`src/pfs_pkg.sv`:
```
// Constants for the port A pin function select block.
// Assumes a 16-bit register port and sixteen multiplexed pins.
package pfs_pkg;
   localparam int          PFS_DATA_W         = 16;
   localparam int          PFS_ADDR_W         = 4;
   localparam int          PFS_PINS           = 16;
   localparam int          PFS_FIRST_UPPER    = 8;
   localparam logic [3:0]  PFS_UPPER_OFFSET   = 4'h8;
   localparam logic [3:0]  PFS_LOWER_OFFSET   = 4'hA;
   localparam logic [15:0] PFS_UPPER_RESET    = 16'h3302;
   localparam logic [15:0] PFS_LOWER_RESET    = 16'hFF95;
   localparam logic [15:0] PFS_UPPER_FIXED    = 16'h0002;
   localparam logic [15:0] PFS_LOWER_FIXED    = 16'hAA00;
   localparam logic [15:0] PFS_TWO_BIT_PINS   = 16'hFE0F;
   // Low bit of each pin's select field, pin 15 in the top nibble.
   localparam logic [15:0][3:0] PFS_FIELD_LSB      = 64'hECA8_6420_ECA8_6420;
   // Reserved select codes of each pin, bit n set when code n is reserved.
   localparam logic [15:0][3:0] PFS_RESERVED_CODES = 64'h4400_884C_CCCC_8888;
   localparam int          PFS_CODE_PORT      = 0;
   localparam int          PFS_CODE_F1        = 1;
   localparam int          PFS_CODE_F2        = 2;
   localparam int          PFS_CODE_F3        = 3;
endpackage : pfs_pkg

```
`src/pfs_pin_decode.sv`:
```
// Decodes one pin's select code into a one-hot function choice.
// Assumes the code is already aligned; reserved codes fall back to port I/O.
`timescale 1ns/1ps
`default_nettype none
module pfs_pin_decode #(
   parameter logic [3:0] RESERVED = 4'h0
) (
   input  wire logic [1:0] sel,
   output wire logic [3:0] onehot
);
   // A reserved code selects plain port I/O so the pin never drives an undefined function.
   assign onehot = RESERVED[sel] ? 4'b0001 : (4'b0001 << sel);
endmodule : pfs_pin_decode
`default_nettype wire

```
`src/pfs_port_a_top.sv`:
```
// Port A pin function select registers and their per-pin function decode.
// Assumes srst is the power-on reset and strobes come from one bus master on clk.
//
// What this block does
// - Two 16-bit read/write selects: upper covers pins 15-8, lower pins 7-0.
// - Power-on reset loads 0x3302 and 0xFF95; other resets and sleep keep contents.
// - Pin 15: 00 port, 01 interrupt in 3, 11 DMA request 1, 10 reserved.
// - Pin 14: 00 port, 01 interrupt in 2, 11 DMA acknowledge 1, 10 reserved.
// - Pin 13: 00 port, 01 interrupt in 1, 10 timer clock B, 11 DMA request 0.
// - Pin 12: 00 port, 01 interrupt in 0, 10 timer clock A, 11 DMA acknowledge 0.
// - Pin 11: 00 port, 01 upper bus parity, 10 capture/compare B1, 11 reserved.
// - Pin 10: 00 port, 01 lower bus parity, 10 capture/compare A1, 11 reserved.
// - Pin 9: 00 port, 01 address hold, 11 interrupt request out, 10 reserved.
// - Upper bit 1 is reserved, reads 1; software writes 1.
// - Upper bit 0: 0 port, 1 bus request input; resets to 0.
// - Lower bits 15, 13, 11, 9 reserved, read 1; software writes 1.
// - Lower holds one-bit selects for pins 7-4, two-bit fields for pins 3-0.
// - Pin 7: 0 port, 1 bus grant acknowledge output; resets to 1.
// - Pins 6, 5, 4: 1 selects read, upper write, lower write strobes.
// - Pin 3: 00 port, 01 select out 7, 10 wait input, 11 reserved.
// - Pins 2-0: 01 select outs 6-4; 10 capcmp B0, row strobe, capcmp A0.
`timescale 1ns/1ps
`default_nettype none
module pfs_port_a_top (
   input  wire logic                      clk,
   input  wire logic                      srst,
   input  wire logic [pfs_pkg::PFS_ADDR_W-1:0] bus_addr,
   input  wire logic [pfs_pkg::PFS_DATA_W-1:0] bus_wdata,
   input  wire logic                      bus_wr,
   input  wire logic                      bus_rd,
   output logic      [pfs_pkg::PFS_DATA_W-1:0] bus_rdata,
   output logic      [pfs_pkg::PFS_PINS-1:0]   port_io_en,
   output logic      [3:0]                ext_interrupt_in_en,
   output logic      [1:0]                dma_req_in_en,
   output logic      [1:0]                dma_ack_out_en,
   output logic                           timer_ext_clock_a_en,
   output logic                           timer_ext_clock_b_en,
   output logic                           upper_bus_parity_en,
   output logic                           lower_bus_parity_en,
   output logic                           timer_capcmp_a1_en,
   output logic                           timer_capcmp_b1_en,
   output logic                           timer_capcmp_a0_en,
   output logic                           timer_capcmp_b0_en,
   output logic                           address_latch_hold_out_en,
   output logic                           interrupt_request_out_en,
   output logic                           bus_request_in_en,
   output logic                           bus_grant_ack_out_en,
   output logic                           read_strobe_out_en,
   output logic                           high_byte_store_strobe_en,
   output logic                           low_byte_store_strobe_en,
   output logic      [3:0]                select_out_en,
   output logic                           wait_state_in_en,
   output logic                           row_addr_strobe_out_en
);
   import pfs_pkg::*;

   typedef struct packed {
      logic [15:0] upper_reg;
      logic [15:0] lower_reg;
      logic [15:0] rdata_reg;
      logic [15:0] port_io_reg;
      logic [3:0]  ext_irq_reg;
      logic [1:0]  dma_req_reg;
      logic [1:0]  dma_ack_reg;
      logic        tclk_a_reg;
      logic        tclk_b_reg;
      logic        par_hi_reg;
      logic        par_lo_reg;
      logic        cc_a1_reg;
      logic        cc_b1_reg;
      logic        cc_a0_reg;
      logic        cc_b0_reg;
      logic        ah_reg;
      logic        irq_out_reg;
      logic        bus_request_in_reg;
      logic        back_reg;
      logic        rd_stb_reg;
      logic        hi_stb_reg;
      logic        lo_stb_reg;
      logic [3:0]  sel_out_reg;
      logic        wait_reg;
      logic        ras_reg;
   } pfs_state_t;

   pfs_state_t  st_reg;
   pfs_state_t  st_next;
   logic [15:0] upper_next;
   logic [15:0] lower_next;
   logic [1:0]  field_w  [PFS_PINS];
   logic [3:0]  dec_w    [PFS_PINS];

   // Next value of one select register; reserved bits are always stored as ones.
   function automatic logic [15:0] sel_next(
      input logic [15:0] cur,
      input logic [15:0] rst_val,
      input logic [15:0] fixed,
      input logic        rst,
      input logic        hit,
      input logic [15:0] wdata
   );
      logic [15:0] v;
      v = cur;
      if (rst) begin
         v = rst_val;
      end else if (hit) begin
         v = wdata | fixed;
      end
      return v;
   endfunction : sel_next

   // Extracts a pin's select field; single-bit selects get a zero high bit.
   function automatic logic [1:0] pin_field(
      input int          pin,
      input logic [15:0] up,
      input logic [15:0] lo
   );
      logic [15:0] src;
      logic [3:0]  lsb;
      logic [1:0]  f;
      src = (pin >= PFS_FIRST_UPPER) ? up : lo;
      lsb = PFS_FIELD_LSB[pin];
      f   = src[lsb +: 2];
      if (!PFS_TWO_BIT_PINS[pin]) begin
         f[1] = 1'b0;
      end
      return f;
   endfunction : pin_field

   // Only the power-on reset and a write at the register's offset change the selects; otherwise they hold.
   assign upper_next = sel_next(st_reg.upper_reg, PFS_UPPER_RESET, PFS_UPPER_FIXED, srst,
                                bus_wr && (bus_addr == PFS_UPPER_OFFSET), bus_wdata);
   assign lower_next = sel_next(st_reg.lower_reg, PFS_LOWER_RESET, PFS_LOWER_FIXED, srst,
                                bus_wr && (bus_addr == PFS_LOWER_OFFSET), bus_wdata);

   genvar g;
   generate
      for (g = 0; g < PFS_PINS; g++) begin : g_pin
         assign field_w[g] = pin_field(g, upper_next, lower_next);
         pfs_pin_decode #(
            .RESERVED (PFS_RESERVED_CODES[g])
         ) u_dec (
            .sel    (field_w[g]),
            .onehot (dec_w[g])
         );
      end
   endgenerate

   always_comb begin
      st_next           = st_reg;
      st_next.upper_reg = upper_next;
      st_next.lower_reg = lower_next;
      st_next.rdata_reg = '0;
      if (!srst && bus_rd) begin
         if (bus_addr == PFS_UPPER_OFFSET) begin
            st_next.rdata_reg = st_reg.upper_reg | PFS_UPPER_FIXED;
         end else if (bus_addr == PFS_LOWER_OFFSET) begin
            st_next.rdata_reg = st_reg.lower_reg | PFS_LOWER_FIXED;
         end
      end
      for (int p = 0; p < PFS_PINS; p++) begin
         st_next.port_io_reg[p] = dec_w[p][PFS_CODE_PORT];
      end
      st_next.ext_irq_reg = {dec_w[15][PFS_CODE_F1], dec_w[14][PFS_CODE_F1],
                             dec_w[13][PFS_CODE_F1], dec_w[12][PFS_CODE_F1]};
      st_next.dma_req_reg = {dec_w[15][PFS_CODE_F3], dec_w[13][PFS_CODE_F3]};
      st_next.dma_ack_reg = {dec_w[14][PFS_CODE_F3], dec_w[12][PFS_CODE_F3]};
      st_next.tclk_b_reg  = dec_w[13][PFS_CODE_F2];
      st_next.tclk_a_reg  = dec_w[12][PFS_CODE_F2];
      st_next.par_hi_reg  = dec_w[11][PFS_CODE_F1];
      st_next.cc_b1_reg   = dec_w[11][PFS_CODE_F2];
      st_next.par_lo_reg  = dec_w[10][PFS_CODE_F1];
      st_next.cc_a1_reg   = dec_w[10][PFS_CODE_F2];
      st_next.ah_reg      = dec_w[9][PFS_CODE_F1];
      st_next.irq_out_reg = dec_w[9][PFS_CODE_F3];
      st_next.bus_request_in_reg    = dec_w[8][PFS_CODE_F1];
      st_next.back_reg    = dec_w[7][PFS_CODE_F1];
      st_next.rd_stb_reg  = dec_w[6][PFS_CODE_F1];
      st_next.hi_stb_reg  = dec_w[5][PFS_CODE_F1];
      st_next.lo_stb_reg  = dec_w[4][PFS_CODE_F1];
      st_next.sel_out_reg = {dec_w[3][PFS_CODE_F1], dec_w[2][PFS_CODE_F1],
                             dec_w[1][PFS_CODE_F1], dec_w[0][PFS_CODE_F1]};
      st_next.wait_reg    = dec_w[3][PFS_CODE_F2];
      st_next.cc_b0_reg   = dec_w[2][PFS_CODE_F2];
      st_next.ras_reg     = dec_w[1][PFS_CODE_F2];
      st_next.cc_a0_reg   = dec_w[0][PFS_CODE_F2];
   end

   always_ff @(posedge clk) begin
      st_reg <= st_next;
   end

   assign bus_rdata                 = st_reg.rdata_reg;
   assign port_io_en                = st_reg.port_io_reg;
   assign ext_interrupt_in_en       = st_reg.ext_irq_reg;
   assign dma_req_in_en             = st_reg.dma_req_reg;
   assign dma_ack_out_en            = st_reg.dma_ack_reg;
   assign timer_ext_clock_a_en      = st_reg.tclk_a_reg;
   assign timer_ext_clock_b_en      = st_reg.tclk_b_reg;
   assign upper_bus_parity_en       = st_reg.par_hi_reg;
   assign lower_bus_parity_en       = st_reg.par_lo_reg;
   assign timer_capcmp_a1_en        = st_reg.cc_a1_reg;
   assign timer_capcmp_b1_en        = st_reg.cc_b1_reg;
   assign timer_capcmp_a0_en        = st_reg.cc_a0_reg;
   assign timer_capcmp_b0_en        = st_reg.cc_b0_reg;
   assign address_latch_hold_out_en = st_reg.ah_reg;
   assign interrupt_request_out_en  = st_reg.irq_out_reg;
   assign bus_request_in_en         = st_reg.bus_request_in_reg;
   assign bus_grant_ack_out_en      = st_reg.back_reg;
   assign read_strobe_out_en        = st_reg.rd_stb_reg;
   assign high_byte_store_strobe_en = st_reg.hi_stb_reg;
   assign low_byte_store_strobe_en  = st_reg.lo_stb_reg;
   assign select_out_en             = st_reg.sel_out_reg;
   assign wait_state_in_en          = st_reg.wait_reg;
   assign row_addr_strobe_out_en    = st_reg.ras_reg;
endmodule : pfs_port_a_top
`default_nettype wire

```
`config.mk`:
```
export PLATFORM = sky130hd
export DESIGN_NAME = pfs_port_a_top
export DESIGN_NICKNAME = d
export VERILOG_FILES = /design/src/pfs_pkg.sv /design/src/pfs_pin_decode.sv /design/src/pfs_port_a_top.sv
export SDC_FILE = /design/constraint.sdc
export NUM_CORES = 1
export LEC_CHECK = 0
export BUFFER_PORTS_ARGS = -buffer_cell sky130_fd_sc_hd__buf_2
export CAP_MARGIN = 20
export CORE_UTILIZATION = 45
export CTS_CLUSTER_DIAMETER = 80
export CTS_CLUSTER_SIZE = 25
export DETAILED_ROUTE_END_ITERATION = 6
export GPL_TIMING_DRIVEN = 0
export PLACE_DENSITY = 0.72
export SLEW_MARGIN = 25
export SYNTH_ARGS = -nofsm -noshare
export SYNTH_HDL_FRONTEND = slang
export SYNTH_HIERARCHICAL = 1
export SYNTH_SLANG_ARGS = --single-unit
```
`constraint.sdc`:
```
create_clock -name clk -period 4.5 [get_ports clk]
set_clock_uncertainty 0.1 [all_clocks]
set_input_delay 0.45 -clock clk [delete_from_list [all_inputs] [get_ports clk]]
set_output_delay 0.45 -clock clk [all_outputs]
set_load 0.01 [all_outputs]
```
; ---- Word-level counts from Yosys, hierarchy flattened
; Index checks and enable logic that the tools add are counted.
[op_classes]
reduce_logical = 4
n_eq_ne = 2
n_mul = 0
addsub = 0
mux = 33
n_div = 0
order_cmp = 16
shift = 16
bitwise = 0
[op_table]
columns = op, count
row1 = 16-bit 2-to-1 mux, 4
row2 = 2-bit by 3-bit less-than comparator with 1-bit output (second input constant), 11
row3 = 15-bit 2-to-1 mux, 2
row4 = 1-bit binary-select mux with 2-bit select, 11
row5 = 1-bit by 2-bit << shifter with 4-bit output (first input constant), 5
row6 = 1-bit by 2-bit << shifter with 3-bit output (first input constant), 6
row7 = 1-bit 2-to-1 mux, 16
row8 = 1-bit by 3-bit less-than comparator with 1-bit output (second input constant), 5
row9 = 1-bit by 1-bit << shifter with 2-bit output (first input constant), 5
row10 = 4-bit == test (second input constant), 2
row11 = 1-bit logical AND, 3
row12 = 1-bit logical NOT, 1
[word_totals]
register_bits = 88
romBits = 0
latchBits = 0
in_bits = 24
ram_bits = 0
out_inout_bits = 61
mem_count = 0

; ---- Logic depth before layout (Yosys ltp)
; Gate-level depths: netlist of run 1.
[logic_depth]
ltp_word = 6
ltp_mapped = 6
depth_no_buf = 5

; ---- Hierarchy
; Netlist of run 1, hierarchy kept.
[modules_own_cells]
columns = mod, area_each_um2, cells_per_inst, n_inst
row1 = pfs_port_a_top, 2971.6, 261, 1
row2 = pfs_pin_decode (g_pin[0].u_dec ...), 43.8, 6, 6
row3 = pfs_pin_decode (g_pin[14].u_dec ...), 31.3, 5, 8
row4 = pfs_pin_decode (g_pin[12].u_dec ...), 26.3, 4, 2

; ---- Least setup slack after synthesis of run 1
; No wires, ideal clock.
[synth_timing]
kind = input port to flip-flop
from = input port bus_addr[2] (netlist name)
to = register st_reg (netlist bit port_io_en[1])
cell_stages = 6
setup_time_ns = 0.122
setup_slack_ns = 2.636
t_arrival_ns = 1.642
path_cell_list = nand3b_4 nor3b_4 buf_6 mux2i_1 inv_1 ha_1
[synth_via]
elab_chain_len = 6
word_cells_on_any_way = 7
cone_classes = 1 x eq/ne / 1 x shift / 4 x mux / 1 x reduce/logical
[synth_lines]
columns = element, line_no
row1 = start: declaration, pfs_port_a_top.sv:27  ; input wire logic [pfs_pkg::PFS_ADDR_W-1:0] bus_addr,
row2 = 4-bit == test (*), pfs_port_a_top.sv:133  ; bus_wr && (bus_addr == PFS_LOWER_OFFSET), bus_wdata);
row3 = 1-bit logical AND (*), pfs_port_a_top.sv:133
row4 = 15-bit 2-to-1 mux (*), pfs_port_a_top.sv:105  ; end else if (hit) begin
row5 = 15-bit 2-to-1 mux (*), pfs_port_a_top.sv:103  ; if (rst) begin
row6 = named net lower_next[2], pfs_port_a_top.sv:88  ; logic [15:0] lower_next;
row7 = 1-bit binary-select mux with 2-bit select, pfs_pin_decode.sv:12  ; assign onehot = RESERVED[sel] ? 4'b0001 : (4'b0001 << sel);
row8 = 1-bit 2-to-1 mux (implied by the code), pfs_pin_decode.sv:12
row9 = end signal: assignment, pfs_port_a_top.sv:189  ; st_reg <= st_next;
row10 = end: declaration, pfs_port_a_top.sv:85  ; pfs_state_t st_reg;
; Mark *: on every way through the listed nets, which the timed path passes. The rest lies on a longest branch. The select of a mux whose other input is x is not followed.
; A chain may end at the register's enable or synchronous reset.

; ---- Worst setup path after layout of run 1
[layout_timing]
from = input port bus_addr[2] (netlist name)
to = register st_reg (netlist bit port_io_en[3])
; The elaborated chain is that of the path after synthesis.

==> run summary, run 1 <==
The worst setup path is launched from a primary input. The critical path buffer and inverter count was 3. The total area inside the core boundary comes to 7214 um2. The count of nets left with antenna violations once routing finished came out at 0. Dividing the detail-routed wire length by the instance count gives 12.15 um. From left edge to right edge, the die measures 88.18 um.

For the number of global-route vias before repair, the log shows 2105. For the worst-skew pair, the clock arrives at the later sink with an insertion delay of 0.35 ns. The number of clock buffers added by TritonCTS is 9. Relative to the synthesized area, the layout overhead comes to 24.63%. The run gives 533.3 MHz as the maximum operating frequency.

Timing analysis after detailed placement gives a worst setup slack of 2.251 ns. Classification of the worst setup path: primary input to flip-flop. For this design, the sink count on the clock tree is 88. Dividing the detail-routed via count by the number of cells gives 4.313. Data arrives at the worst endpoint at 2.01 ns. Setup violations remaining at the end of the flow were counted as 0. The run gives 3.23 ns as the flop-to-flop setup slack. The tools report the final non-filler cell total as 520.

Layout filler cell count: 659. The final layout contains routed wiring with a total length of 6319 um. The tools report the number of inserted diodes as 0. Across the VDD grid, the largest voltage drop is 0.1941 mV. The aggregate global routing overflow was 0; the number of placed instances, taps included was 504. The tools report the tightest hold margin as 0.3198 ns.

The tools report the startpoint of the lowest-slack register-to-register path as st_reg[67]. The path with the worst hold slack has its endpoint at st_reg[90]. After detailed routing, the number of remaining DRC violations is 0.

The final-report hold violation count was 0; the required time reported for the critical path endpoint was 4.64 ns. The total power per unit cell area is 368.4 nW/um2, and the final setup TNS is 0 ns. The tools report the relative slew slack as 57.82%. The first global-routing pass estimated 9949 um of wire. For the instance area after placement, the log shows 3920 um2. Along the worst path, the maximum fanout reaches 10. For the smallest setup slack after layout, the log shows 2.625 ns. The wire-length estimate of the detail-placed layout is 4431 um. The number of max-cap violations is 0, and the synthesized area divided by synthesized cell count is 10.71 um2. The logs give 15 for the pin count of the biggest net entering global routing and 0 for the number of gates given a new drive strength after cts. The overall via count from detail_route came out at 2243.

Critical register-to-register path endpoint: port_io_en[3]. The flow ran to the end, and the final reports show no timing, DRC or antenna violations. Slew of the pin with the lowest slew margin: 0.6300 ns. The standard-cell row count is 31. The number of cells on the worst hold path came out at 3. TritonCTS built the clock tree. Once the clock tree was built, the setup fixing pass inserted 0 buffers. The detailed-router iteration count before antenna repair is 4. The H-tree was split into 3 levels. Hold repair after CTS inserted 0 buffers. During placement, the flow inserted port buffers numbering 84.

The logs give 0 for the initial antenna violation count and 4165 um2 for the cell area after layout. Setup repair after global routing left no endpoint under its margin. Standard cell with the maximum stage delay on the critical path: mux2i_1. The placer's final routability congestion estimate was 0.7065. Pin placement for this block handled 85 I/O pins. Fraction of layout cells with a size suffix above 1: 39.43%. CTS placed an instance of clkbuf_8 at the clock tree root. The full die area was 7775 um2; the number of flip-flops under the largest register name was 27. In this run the vertical extent of the chip is 88.18 um.

For this run, the number of Yosys warnings is 6. Traced cell by cell, the critical path runs through buf_2, nand3b_4, nor3b_4, buf_6, mux2i_1, inv_1, ha_1. Among cell families on the critical path, the largest total delay comes from simple AND/OR/NAND/NOR gates.

Counting every instance in the synthesized netlist gives 312. The standby leakage power was 1.989 nW; the shortest clock period the worst path allows after layout was 1.875 ns. After clock tree synthesis, the clock-pin slew on the worst setup and hold paths is 0.09 ns.

The worst setup path is captured at a flip-flop. At the end of the flow, the number of nets in the layout was 452. After the first detailed-routing iteration, the DRC count stood at 62. Total standard cell area after synthesis: 3342 um2.

Measured in cells, the most critical reg-to-reg path has a length of 4. The largest stage delay on the critical path is 0.32 ns. The launch point of the worst hold path is bus_wdata[13]. The run gives 46.32% as the initial standard-cell utilization of the core. The number of max-slew violations in the final report came out at 0. Class of the worst hold path: primary input to flip-flop. The total routing resource utilization after global routing is 17.68%, and the period utilization is 41.67%.

The clock passes through at most 2 buffers.
[per-layer routing]
metal | wire length, um | GRT usage [%]
met1 | 2783 | 21.15
met2 | 3051 | 29.09
met3 | 374 | 5.372
met4 | 109 | 8.211
met5 | 0 | 0
[metrics by stage]
| stage | util (%) | power [mW] |
|---|---|---|
| floorplan | - | 0.8661 |
| detailed placement | 54.34 | 0.9022 |
| finish | 57.74 | 1.534 |
| CTS | 57.74 | 1.554 |
| global placement | 54.34 | 0.9001 |
| global route | 57.74 | 1.593 |
[cell usage in the layout (no fill, tap or decap), types with 6 or more instances in the layout]
cell,count
inv_1,15
nor2_1,40
dfxtp_1,88
clkbuf_1,6
a22oi_1,9
nand2b_1,33
mux2i_1,27
nor2b_1,7
clkbuf_8,10
conb_1,10
ha_1,12
buf_4,45
buf_2,87
[worst max-delay path by stage]
stage | start | endpoint | slack, ns | depth (start not counted)
finish | bus_addr[2] | port_io_en[3] | 2.62 | 7
global route | srst | port_io_en[0] | 2.51 | 7
CTS | bus_addr[2] | port_io_en[3] | 2.63 | 7
detailed placement | srst | port_io_en[0] | 2.25 | 7
global placement | srst | port_io_en[0] | 2.27 | 7
floorplan | bus_addr[2] | port_io_en[1] | 2.64 | 6
[report_power, final]
part / switching [mW] / internal, mW / leakage, nW
logic: 0.0444 / 0.0428 / 1.15
clock network: 0.267 / 0.384 / 0.124
registers: 0.00432 / 0.792 / 0.714
total: 0.316 / 1.22 / 1.99
[worst register-to-register path: stages (launching register included)]
cell      delay, ns
dfxtp_1        0.34
nand2b_1       0.06
mux2i_1        0.24
inv_1          0.08
ha_1           0.32
[final cells by class]
type	count	area, um2	share of cell area (%)
clock inverter	5	103.9	2.493
inverter	15	56.30	1.352
sequential	88	1762	42.30
clock buffer	11	141.4	3.394
tap	99	123.9	2.974
buffer	57	416.7	10.00
timing repair buffer	84	420.4	10.09
multi-input combinational	161	1141	27.40
Note: power is estimated with default switching activity, not from simulation.
==> run 2, diff against run 1 <==
- ABC_AREA: not set -> 1
- PLACE_DENSITY: 0.72 -> 0.74
- clock period: 4.5 -> 1.6 ns (I/O delays scaled with it)
==> run 2 against run 1 <==
Against the previous run:
- sequential power increased to 2.8 times the previous value
- register-to-register slack got worse by 2.9 ns
- final cell count grew 16%
- power rose to 2.7 times the previous value
- sequential cell count is the same
- critical path type unchanged
==> run summary, run 2 <==
The worst hold path passes through 3 cells. Initial antenna violation count: 0. The run finished with clean final reports.

Most frequent cell on the critical path: inv_1. In this run the post-CTS setup repair buffer count came out at 0. Entering global routing, the biggest net connects 16 pins. For this run the aggregate overflow at the end of global routing stands at 0. The first detailed-routing pass ran for 4 iterations.

In the global route stage, overall resource usage came out at 17.56%. The number of placed instances, taps included, is 586. The shortest clock period the worst path allows after layout was 1.400 ns.

STA classifies the critical path endpoint as a flip-flop. The tools report the maximum operating frequency as 714.2 MHz. The critical path contains buffers and inverters numbering 5 combined. The class of the worst hold path was primary input to flip-flop. At the worst endpoint, the arrival time is 1.53 ns. The detailed router placed 2544 vias in this run. The logs give 47.07% for the initial standard-cell utilization of the core and 0 for the hold buffer count at cts.

Power comes to 4.089 mW. The layout filler cell count is 664. Row generation in the floorplan step produced 31 rows. Setup violations remaining at the end of the flow were counted as 0.

Compared with the post-synthesis result, the final layout area differs by 22.55%. The final setup TNS is 0 ns, and the relative slew slack is 64.84%. The tools report the placer's final routability congestion estimate as 0.8622.

After layout, the worst setup slack is 0.1998 ns. The cell count after synthesis came out at 395. CTS saw 88 sinks.

The run gives 0 as the final-report hold violation count. Using the TritonRoute via totals, the vias-per-cell ratio works out to 4.226. The slowest stage of the critical path is the ha_1 cell. For the pin with the worst max-slew slack, the measured transition is 0.5274 ns. The top cell types in the final layout, fill and taps aside, are dfxtp_1 (88), buf_2 (86), inv_1 (57).

The number of flip-flops under the largest register name is 27, and the instance area after placement is 4024 um2. The first global-routing pass estimated 10400 um of wire. In this run the critical register-to-register path is launched from st_reg[67]. The number of H-tree levels is 3.

The tools report the end point of the critical path as port_io_en[3]. The count of nets left with antenna violations once routing finished came out at 0. The number of DRC violations after detailed routing came out at 0. The number of cells on the worst reg-to-reg path is 6. Once the clock tree was built, the resizer swapped 0 gates to a different size. The number of global-route vias before repair was 2326.

The clock transition at the register clock pins on the worst setup and hold paths after CTS came out at 0.09 ns. The worst setup path is of the primary input to flip-flop kind. The logic depth of the worst setup path including buffers works out to 10. For the worst setup path, the data required time is 1.73 ns. The number of max-cap violations was 0. Measured along the x axis, the die boundary spans 89.57 um. Starting DRC count in detailed routing: 131. Prior to clock tree synthesis, the placed netlist has a worst setup slack of -0.1473 ns. For the standby leakage power, the log shows 2.231 nW. Tracing the worst setup path back leads to its startpoint at bus_addr[2]. Critical register-to-register path endpoint: port_io_en[3]. 85 I/O pins were placed. Along the worst path, the maximum fanout reaches 10.

Kind of cell with the highest combined delay on the critical path: buffers and inverters. The mapped netlist covers 3451 um2. The tools report the number of inserted diodes as 0. The net count of the finished layout is 534. The largest single stage delay on the critical path is 0.29 ns. With fillers left out, the area of the finished cells amounts to 4229 um2. The Yosys step of the flow raised 6 warnings. Setup slack on the worst reg-to-reg path comes out at 0.31 ns. TritonCTS built the clock tree. After the flow finishes, the layout carries non-filler instances totaling 602. Setup repair after global routing left no endpoint under its margin. Chip height: 89.57 um. Counting along the longest clock path gives a buffer depth of 2.

For the number of max-slew violations in the final report, the log shows 0. The commonest non-fill, non-tap cell in the layout is dfxtp_1. The tools report the sort of element at the start of the critical path as a primary input.

The core utilization of the finished layout was 57.69%; the final routed wire length divided by cell count was 10.99 um. The tightest hold path in the finished design has a slack of 0.04391 ns. The run gives 0.6588 mV as the peak supply drop.

Power spread over the standard cell area amounts to 967.0 nW/um2. The synthesized area divided by synthesized cell count is 8.736 um2. The floorplan step defined a die boundary enclosing 8023 um2.

Traced cell by cell, the critical path runs through buf_2, nor2_4, buf_4, nand3_2, buf_6, nand2_2, inv_1, nor2_1, inv_1, ha_1. The post-route netlist has 38.77% of its cells at a drive strength greater than 1. Wire length after detailed routing: 6613 um.

The number of buffer cells added on primary ports works out to 83. The tree is rooted in a clkbuf_8. Buffers inserted during clock tree synthesis total 9. Once detailed placement completed, the half-perimeter wirelength came to 5143 um. The clock latency on the worst-skew pair was 0.35 ns; the placeable core region was 7331 um2. In the finished design, the share of the clock period the worst path needs comes to 87.51%.
run 2: worst min-delay path by stage:
stage / from / endpoint / slack, ns
2_1_floorplan: bus_addr[1] / bus_rdata[13] / 0.24
3_3_place_gp: st_reg[71] / bus_rdata[10] / 0.35
3_5_place_dp: st_reg[61] / bus_rdata[0] / 0.35
4_1_cts: bus_wdata[3] / st_reg[80] / 0.03
5_1_grt: bus_wdata[0] / st_reg[61] / 0.04
6_report: bus_wdata[3] / st_reg[80] / 0.04
run 2: routing by layer:
layer	vias to the layer above	share of wire, %	track usage, %
met5	-	0	0
met4	0	1.5	7.937
met3	8	6.9	6.581
met2	78	47	28.17
met1	1119	44	20.99
li1	1339	-	-
run 2: power breakdown:
| part | internal (mW) | switching (mW) | total [mW] |
|---|---|---|---|
| Sequential | 2.24 | 0.0177 | 2.26 |
| Combinational | 0.129 | 0.174 | 0.303 |
| Clock | 0.769 | 0.756 | 1.53 |
run 2: final cells by class:
type	instances	area, um2	area share (%)
plain buffers	57	436.7	10.33
clock buffers	10	137.6	3.254
clock inverters	6	67.56	1.598
inverters	62	232.7	5.503
multi-input cells	197	1054	24.91
flip-flops and latches	88	1762	41.66
well taps	99	123.9	2.929
repair buffers	83	415.4	9.822
run 2: worst min-delay path, stage by stage:
cell and delay [ns]:
buf_2 0.11, nor2_1 0.09, nor2_1 0.08
